$ cat src/design/tcm_pkg.sv
package tcm_pkg;
  // register map, byte addresses
  localparam logic [31:0] TCM_CCR_T0_ADDR  = 32'h4001_4028;
  localparam logic [31:0] TCM_CV_T0_ADDR   = 32'h4001_402c;
  localparam logic [31:0] TCM_EMR_T0_ADDR  = 32'h4001_403c;
  localparam logic [31:0] TCM_CCR_T1_ADDR  = 32'h4001_8028;
  localparam logic [31:0] TCM_CV_T1_ADDR   = 32'h4001_802c;
  localparam logic [31:0] TCM_EMR_T1_ADDR  = 32'h4001_803c;
  localparam logic [31:0] TCM_IRQ_STAT_ADDR = 32'h4001_4070;
  localparam logic [31:0] TCM_IRQ_MASK_ADDR = 32'h4001_4074;

  // capture control fields
  localparam int unsigned TCM_CCR_RISE  = 0;
  localparam int unsigned TCM_CCR_FALL  = 1;
  localparam int unsigned TCM_CCR_IRQEN = 2;
  localparam int unsigned TCM_CCR_W     = 3;

  // external match fields
  localparam int unsigned TCM_EM_W      = 4;
  localparam int unsigned TCM_EMC_LSB   = 4;
  localparam int unsigned TCM_EMC_W     = 8;

  // sizes
  localparam int unsigned TCM_NT        = 2;
  localparam int unsigned TCM_NM        = 4;

  // reset values
  localparam logic [2:0]  TCM_CCR_RST   = 3'h0;
  localparam logic [31:0] TCM_CV_RST    = 32'h0000_0000;
  localparam logic [3:0]  TCM_EM_RST    = 4'h0;
  localparam logic [7:0]  TCM_EMC_RST   = 8'h00;
  localparam logic [1:0]  TCM_IRQ_RST   = 2'h0;
  localparam logic [31:0] TCM_ZERO      = 32'h0000_0000;

  typedef enum logic [1:0] {
    TCM_ACT_NONE   = 2'b00,
    TCM_ACT_CLEAR  = 2'b01,
    TCM_ACT_SET    = 2'b10,
    TCM_ACT_TOGGLE = 2'b11
  } tcm_action_t;
endpackage

$ cat src/design/tcm_capture_match.sv
`timescale 1ns/1ps
module tcm_capture_match
  import tcm_pkg::*;
(
  // apb slave
  input  wire logic        pclk,
  input  wire logic        presetn,
  input  wire logic [31:0] paddr,
  input  wire logic        psel,
  input  wire logic        penable,
  input  wire logic        pwrite,
  input  wire logic [31:0] pwdata,
  output logic      [31:0] prdata,
  output logic             pready,
  output logic             pslverr,
  // counter side, timer 0
  input  wire logic [31:0] timer_count_value_t0,
  input  wire logic [3:0][31:0] match_value_t0,
  input  wire logic [3:0]  pwm_select_t0,
  input  wire logic [3:0]  pwm_level_t0,
  input  wire logic [3:0]  pin_config_match_t0,
  // counter side, timer 1
  input  wire logic [31:0] timer_count_value_t1,
  input  wire logic [3:0][31:0] match_value_t1,
  input  wire logic [3:0]  pwm_select_t1,
  input  wire logic [3:0]  pwm_level_t1,
  input  wire logic [3:0]  pin_config_match_t1,
  // pins
  input  wire logic        capture_input_pin_t0,
  input  wire logic        capture_input_pin_t1,
  output logic      [3:0]  match_pin_out_t0,
  output logic      [3:0]  match_pin_oe_t0,
  output logic      [3:0]  match_pin_out_t1,
  output logic      [3:0]  match_pin_oe_t1,
  // interrupt
  output logic             timer_irq
);

  logic [31:0]             cnt      [TCM_NT];
  logic [3:0][31:0]        mval     [TCM_NT];
  logic [3:0]              pwm_sel  [TCM_NT];
  logic [3:0]              pwm_lvl  [TCM_NT];
  logic [3:0]              pin_cfg  [TCM_NT];
  logic                    cap_pin  [TCM_NT];

  logic [2:0]              ccr_reg  [TCM_NT];
  logic [2:0]              ccr_next [TCM_NT];
  logic [31:0]             cv_reg   [TCM_NT];
  logic [31:0]             cv_next  [TCM_NT];
  logic [3:0]              em_reg   [TCM_NT];
  logic [3:0]              em_next  [TCM_NT];
  logic [7:0]              emc_reg  [TCM_NT];
  logic [7:0]              emc_next [TCM_NT];
  logic [3:0]              eq_reg   [TCM_NT];
  logic [3:0]              eq_next  [TCM_NT];
  logic                    rise_ev  [TCM_NT];
  logic                    fall_ev  [TCM_NT];
  logic [3:0]              out_reg  [TCM_NT];
  logic [3:0]              out_next [TCM_NT];
  logic [3:0]              oe_reg   [TCM_NT];
  logic [3:0]              oe_next  [TCM_NT];
  logic [1:0]              stat_reg;
  logic [1:0]              stat_next;
  logic [1:0]              mask_reg;
  logic [1:0]              mask_next;
  logic                    irq_reg;
  logic                    irq_next;
  logic [31:0]             rd_reg;
  logic [31:0]             rd_next;
  logic                    rdy_reg;
  logic                    rdy_next;
  logic                    err_reg;
  logic                    err_next;

  logic                    wr_acc;
  logic                    hit_any;
  logic [31:0]             rd_val;
  logic [1:0]              cap_ev;
  tcm_action_t             act;

  assign cnt[0]     = timer_count_value_t0;
  assign cnt[1]     = timer_count_value_t1;
  assign mval[0]    = match_value_t0;
  assign mval[1]    = match_value_t1;
  assign pwm_sel[0] = pwm_select_t0;
  assign pwm_sel[1] = pwm_select_t1;
  assign pwm_lvl[0] = pwm_level_t0;
  assign pwm_lvl[1] = pwm_level_t1;
  assign pin_cfg[0] = pin_config_match_t0;
  assign pin_cfg[1] = pin_config_match_t1;
  assign cap_pin[0] = capture_input_pin_t0;
  assign cap_pin[1] = capture_input_pin_t1;

  assign prdata           = rd_reg;
  assign pready           = rdy_reg;
  assign pslverr          = err_reg;
  assign timer_irq        = irq_reg;
  assign match_pin_out_t0 = out_reg[0];
  assign match_pin_oe_t0  = oe_reg[0];
  assign match_pin_out_t1 = out_reg[1];
  assign match_pin_oe_t1  = oe_reg[1];

  // pin synchronisers, one per timer
  for (genvar g = 0; g < TCM_NT; g++) begin : g_sync
    tcm_edge_detect u_edge (
      .pclk      (pclk),
      .presetn   (presetn),
      .pin_async (cap_pin[g]),
      .rise_seen (rise_ev[g]),
      .fall_seen (fall_ev[g])
    );
  end

  // register read mux and address check
  always_comb begin
    rd_val  = TCM_ZERO;
    hit_any = 1'b1;
    unique case (paddr)
      TCM_CCR_T0_ADDR:   rd_val[TCM_CCR_W-1:0] = ccr_reg[0];
      TCM_CCR_T1_ADDR:   rd_val[TCM_CCR_W-1:0] = ccr_reg[1];
      TCM_CV_T0_ADDR:    rd_val = cv_reg[0];
      TCM_CV_T1_ADDR:    rd_val = cv_reg[1];
      TCM_EMR_T0_ADDR:   rd_val[TCM_EMC_LSB+TCM_EMC_W-1:0] =
                           {emc_reg[0], em_reg[0]};
      TCM_EMR_T1_ADDR:   rd_val[TCM_EMC_LSB+TCM_EMC_W-1:0] =
                           {emc_reg[1], em_reg[1]};
      TCM_IRQ_STAT_ADDR: rd_val[1:0] = stat_reg;
      TCM_IRQ_MASK_ADDR: rd_val[1:0] = mask_reg;
      default:           hit_any = 1'b0;
    endcase
  end

  // apb handshake: one wait-free access phase
  always_comb begin
    rdy_next = psel & ~penable;
    rd_next  = rd_reg;
    err_next = 1'b0;
    if (psel && !penable) begin
      rd_next  = pwrite ? TCM_ZERO : rd_val;
      err_next = ~hit_any;
    end
    wr_acc = psel & penable & rdy_reg & pwrite & ~err_reg;
  end

  // capture, match and pin logic per timer
  always_comb begin
    for (int t = 0; t < TCM_NT; t++) begin
      ccr_next[t] = ccr_reg[t];
      emc_next[t] = emc_reg[t];
      em_next[t]  = em_reg[t];
      cv_next[t]  = cv_reg[t];
      // edge from synchronised successive samples
      cap_ev[t] = (rise_ev[t] & ccr_reg[t][TCM_CCR_RISE])
                | (fall_ev[t] & ccr_reg[t][TCM_CCR_FALL]);
      if (cap_ev[t]) begin
        cv_next[t] = cnt[t];
      end
      for (int m = 0; m < TCM_NM; m++) begin
        eq_next[t][m] = (cnt[t] == mval[t][m]);
      end
    end
    if (wr_acc) begin
      unique case (paddr)
        TCM_CCR_T0_ADDR: ccr_next[0] = pwdata[TCM_CCR_W-1:0];
        TCM_CCR_T1_ADDR: ccr_next[1] = pwdata[TCM_CCR_W-1:0];
        TCM_EMR_T0_ADDR: begin
          em_next[0]  = pwdata[TCM_EM_W-1:0];
          emc_next[0] = pwdata[TCM_EMC_LSB+TCM_EMC_W-1:TCM_EMC_LSB];
        end
        TCM_EMR_T1_ADDR: begin
          em_next[1]  = pwdata[TCM_EM_W-1:0];
          emc_next[1] = pwdata[TCM_EMC_LSB+TCM_EMC_W-1:TCM_EMC_LSB];
        end
        default: ;
      endcase
    end
    for (int t = 0; t < TCM_NT; t++) begin
      for (int m = 0; m < TCM_NM; m++) begin
        act = tcm_action_t'(emc_next[t][2*m +: 2]);
        // match event is the first cycle of equality
        if (eq_next[t][m] && !eq_reg[t][m] && !pwm_sel[t][m]) begin
          unique case (act)
            TCM_ACT_NONE:   em_next[t][m] = em_next[t][m];
            TCM_ACT_CLEAR:  em_next[t][m] = 1'b0;
            TCM_ACT_SET:    em_next[t][m] = 1'b1;
            TCM_ACT_TOGGLE: em_next[t][m] = ~em_next[t][m];
          endcase
        end
        out_next[t][m] = pwm_sel[t][m] ? pwm_lvl[t][m]
                                       : em_next[t][m];
      end
      oe_next[t] = pin_cfg[t];
    end
  end

  // sticky capture flags, write one to clear, set wins
  always_comb begin
    mask_next = mask_reg;
    stat_next = stat_reg;
    if (wr_acc && paddr == TCM_IRQ_MASK_ADDR) begin
      mask_next = pwdata[1:0];
    end
    if (wr_acc && paddr == TCM_IRQ_STAT_ADDR) begin
      stat_next = stat_reg & ~pwdata[1:0];
    end
    for (int t = 0; t < TCM_NT; t++) begin
      if (cap_ev[t] && ccr_reg[t][TCM_CCR_IRQEN]) begin
        stat_next[t] = 1'b1;
      end
    end
    irq_next = |(stat_reg & mask_reg);
  end

  always_ff @(posedge pclk or negedge presetn) begin
    if (!presetn) begin
      for (int t = 0; t < TCM_NT; t++) begin
        ccr_reg[t] <= TCM_CCR_RST;
        cv_reg[t]  <= TCM_CV_RST;
        em_reg[t]  <= TCM_EM_RST;
        emc_reg[t] <= TCM_EMC_RST;
        eq_reg[t]  <= TCM_EM_RST;
        out_reg[t] <= TCM_EM_RST;
        oe_reg[t]  <= TCM_EM_RST;
      end
      stat_reg <= TCM_IRQ_RST;
      mask_reg <= TCM_IRQ_RST;
      irq_reg  <= 1'b0;
      rd_reg   <= TCM_ZERO;
      rdy_reg  <= 1'b0;
      err_reg  <= 1'b0;
    end else begin
      for (int t = 0; t < TCM_NT; t++) begin
        ccr_reg[t] <= ccr_next[t];
        cv_reg[t]  <= cv_next[t];
        em_reg[t]  <= em_next[t];
        emc_reg[t] <= emc_next[t];
        eq_reg[t]  <= eq_next[t];
        out_reg[t] <= out_next[t];
        oe_reg[t]  <= oe_next[t];
      end
      stat_reg <= stat_next;
      mask_reg <= mask_next;
      irq_reg  <= irq_next;
      rd_reg   <= rd_next;
      rdy_reg  <= rdy_next;
      err_reg  <= err_next;
    end
  end

endmodule // tcm_capture_match

// capture pin synchroniser and edge detector
module tcm_edge_detect
  import tcm_pkg::*;
(
  // clock and reset
  input  wire logic pclk,
  input  wire logic presetn,
  // asynchronous pin
  input  wire logic pin_async,
  // edges seen after synchronisation
  output logic      rise_seen,
  output logic      fall_seen
);

  logic s1_reg;
  logic s2_reg;
  logic s3_reg;

  // two flops against metastability, the third keeps the previous sample
  always_ff @(posedge pclk or negedge presetn) begin
    if (!presetn) begin
      s1_reg <= 1'b0;
      s2_reg <= 1'b0;
      s3_reg <= 1'b0;
    end else begin
      s1_reg <= pin_async;
      s2_reg <= s1_reg;
      s3_reg <= s2_reg;
    end
  end

  // one pulse per edge, from successive synchronised samples
  assign rise_seen = s2_reg & ~s3_reg;
  assign fall_seen = ~s2_reg & s3_reg;

endmodule // tcm_edge_detect

$ cat config.mk
export PLATFORM = sky130hd
export DESIGN_NAME = tcm_capture_match
export DESIGN_NICKNAME = d
export VERILOG_FILES = /design/src/design/tcm_pkg.sv /design/src/design/tcm_capture_match.sv
export SDC_FILE = /design/constraint.sdc
export NUM_CORES = 1
export LEC_CHECK = 0
export ABC_AREA = 1
export BUFFER_PORTS_ARGS = -buffer_cell sky130_fd_sc_hd__buf_4
export CORE_AREA = 3 3 179 181
export CTS_CLUSTER_DIAMETER = 200
export DETAILED_ROUTE_END_ITERATION = 8
export DIE_AREA = 0 0 182 184
export PLACE_DENSITY = 0.78
export SLEW_MARGIN = 20
export SYNTH_ARGS = -nofsm -noshare
export SYNTH_HDL_FRONTEND = slang
export SYNTH_SLANG_ARGS = --single-unit
$ cat constraint.sdc
create_clock -name pclk -period 1.9 [get_ports pclk]
set_input_delay 0 -clock pclk [delete_from_list [all_inputs] [get_ports pclk]]
set_output_delay 0 -clock pclk [all_outputs]
set_load 0.1 [all_outputs]
==> run_results.csv <==
group,metric,value,unit
placed_design,port_buffers,445,
setup_path,cp-start-kind,"flop",
die,start_util,42.58,%
cells_and_area,final_cell_area,0.01893,sq mm
clocking,clk_latency,420,ps
die,die_x,182,microns
yosys,yosys.area_share.simple,40.10,%
global_route,grt_max_degree,67,
clocking,cts_tree,"yes",
die,die_area,0.03349,sq mm
setup_path,arrival,2250,ps
yosys,synth_fa_ha_area_share,0,%
yosys,syn_area_per_cell,5.756,sq um
routing,num_vias,15420,
timing,finalCritPeriodShare,102.8,%
routing,dr.first_iter.drc_count,988,
die,die_h,184,microns
global_route,grt_pass1_vias,14790,
clocking,cts_buffer_depth,2,
yosys,synth.mux.area_fraction,0.08646,%
setup_path,cp-end-kind,"flop",
routing,drc_errors,0,
yosys,synthCells,2263,
yosys,synth-seq-cells,163,
global_route,track_usage,28.58,%
yosys,synth_xor_area_share,6.321,%
run_status,status,"finished, violations left",
routing,ant_nets,0,
placed_design,place_inst,3063,
global_route,antenna_found_initial,0,
timing,final-setup-viol-count,4,
cells_and_area,drive_gt1_share,20.57,%
run_status,violations,"setup timing",
cells_and_area,final_cell_mix,"898 x nand2_1, 467 x buf_4, 451 x inv_1",
routing,via_per_inst,4.781,
yosys,yosysWarnings,0,
timing,finalCriticalPeriod,1953,ps
routing,dr.pass1.iters,6,
job,drv_cap,0,
timing,worst_slack,-52.53,ps
routing,wire_per_inst,15.63,microns
yosys,synth_compound_area_share,6.916,%
global_route,overflow,0,
hold_path,worstHoldPathType,"in2reg",
setup_path,r2r_slack,-50,ps
die,ioPinCount,466,
global_route,grt_pass1_wl,76000,microns
clocking,h-tree-depth,4,
cells_and_area,final_nets,3231,
die,rows,64,
clocking,cts_sinks,163,
pwr,leakagePower,11.10,nW
placed_design,globalplace.congestion,0.9461,
timing,fmax,512.2,MHz
yosys,ys_seq_area_share,31.32,%
timing,max_slew_margin,65.70,%
cells_and_area,final_cell_count_no_fill,3226,
placed_design,dpl-instance-area,0.01681,sq mm
cells_and_area,mostFrequentLayoutCell,"nand2_1",
pwr,powerDensity,502.7,mW/mm^2
timing,whs,49.44,ps
timing,drv_slew,0,
setup_path,critPathKind,"reg2reg",
yosys,syn_area,0.01302,sq mm
clocking,cts-root-buf,"clkbuf_16",
setup_path,critPathRequiredTime,2200,ps
cells_and_area,largest_reg_flops,64,
timing,rsz0062_at_grt,"yes",
die,core_area,0.03059,sq mm
routing,drt_wl_total,50440,microns
timing,final-hold-violation-count,0,
yosys,ys_types,31,
clocking,clkTransAtPathRegs,70,ps
cells_and_area,area_delta_synth_final,45.32,%
pwr,vdd_drop_max,473.1,uV
timing,skew,14.06,ps
yosys,synth_nets,2678,
cells_and_area,fillCellCount,2889,
clocking,cts_made_buffers,17,
timing,worst_pin_slew,510.5,ps
placed_design,dp_hpwl,40470,microns
setup_path,cp_max_fo,6,
yosys,synth_top_family_by_area,"simple AND/OR/NAND/NOR gates",
## critical path: stages, from the launching register on
cell and delay [ps]:
dfrtp_4 470, nand3b_1 200, nor3_4 250, buf_6 170, nand3_4 150, nand2_1 130, inv_1 60, nor2_2 110
inv_1 50, nand2_1 60, nand2_1 60, nand2_1 60, nand2_1 50
## kinds of logic after synthesis
kind of cell           Yosys count
AO/OA/AOI/OAI                  157
XOR/XNOR                        94
flip-flops                     163
buffers and inverters          516
AND/OR/NAND/NOR               1332
multiplexers                     1
## layer usage
layer | part of all wire [%] | routed length (microns) | vias up | global-route usage (%)
li1 | - | - | 7743 | -
met1 | 41 | 20800 | 6920 | 35.47
met2 | 48 | 24050 | 650 | 49.35
met3 | 6.8 | 3419 | 110 | 4.511
met4 | 4.3 | 2165 | 0 | 12.40
met5 | 0 | 0 | - | 0
## stage by stage
stage                     setup TNS, ps  util, %  setup slack [ps]  total power, mW
after floorplan                       0        -             29.21            4.703
after global placement                0    54.97             33.27            5.796
after detailed placement         -44.81    54.97            -27.93            5.850
after CTS                             0    60.79             14.82            9.548
after global routing             -926.8    61.87            -131.3            9.969
final                            -166.6    61.88            -52.53            9.515
## cell type report
type	count	area, sq um	area share (%)
clock buffers	18	439.2	2.320
multi-input cells	1585	7193	38.00
clock inverters	14	162.7	0.8593
diodes	1	2.502	0.01322
inverters	456	1712	9.043
repair buffers	593	4840	25.57
well taps	396	495.5	2.618
flip-flops and latches	163	4084	21.58
## Yosys cell counts (all sizes together)
cell | count | share of area [%]
nand3b | 6 | 0.35
o21ai | 103 | 4.0
clkinv | 1 | 0.029
mux2 | 1 | 0.086
nand2 | 933 | 27
nor2 | 296 | 8.8
xor2 | 22 | 1.5
and2 | 3 | 0.14
nor3 | 6 | 0.27
nand4 | 4 | 0.19
o2111ai | 1 | 0.067
clkbuf | 28 | 0.81
dfrtp | 163 | 31
a22o | 21 | 1.4
inv | 455 | 13
a221oi | 1 | 0.067
nand3 | 84 | 3.4
o22ai | 20 | 0.96
xnor2 | 72 | 4.8
buf | 32 | 1.3
a21oi | 11 | 0.42
## power by group
| part | switching [mW] | total, mW | internal (mW) |
|---|---|---|---|
| registers | 0.0156 | 3.51 | 3.50 |
| clock network | 1.60 | 3.51 | 1.92 |
| logic | 1.34 | 2.49 | 1.15 |
| total | 2.95 | 9.52 | 6.57 |
## worst paths after layout
check,start,end,cells after the start
setup / recovery,pslverr,match_pin_out_t0[3],12
hold / removal,paddr[2],prdata[2],6
setup reg to reg,pslverr,match_pin_out_t0[3],12
hold reg to reg,g_sync[1].u_edge.s1_reg,g_sync[1].u_edge.s2_reg,0
max in group asynchronous,presetn,prdata[6],4
min in group asynchronous,presetn,match_pin_out_t1[0],3
## timing repair
item	CTS	global route
hold endpoints to repair	277	0
gates cloned	0	2
hold buffers	114	0
setup buffers	4	10
resized for setup	2	68
setup endpoints to repair	5	12
pin swaps	1	32
Power figures use the tool's default switching activity.
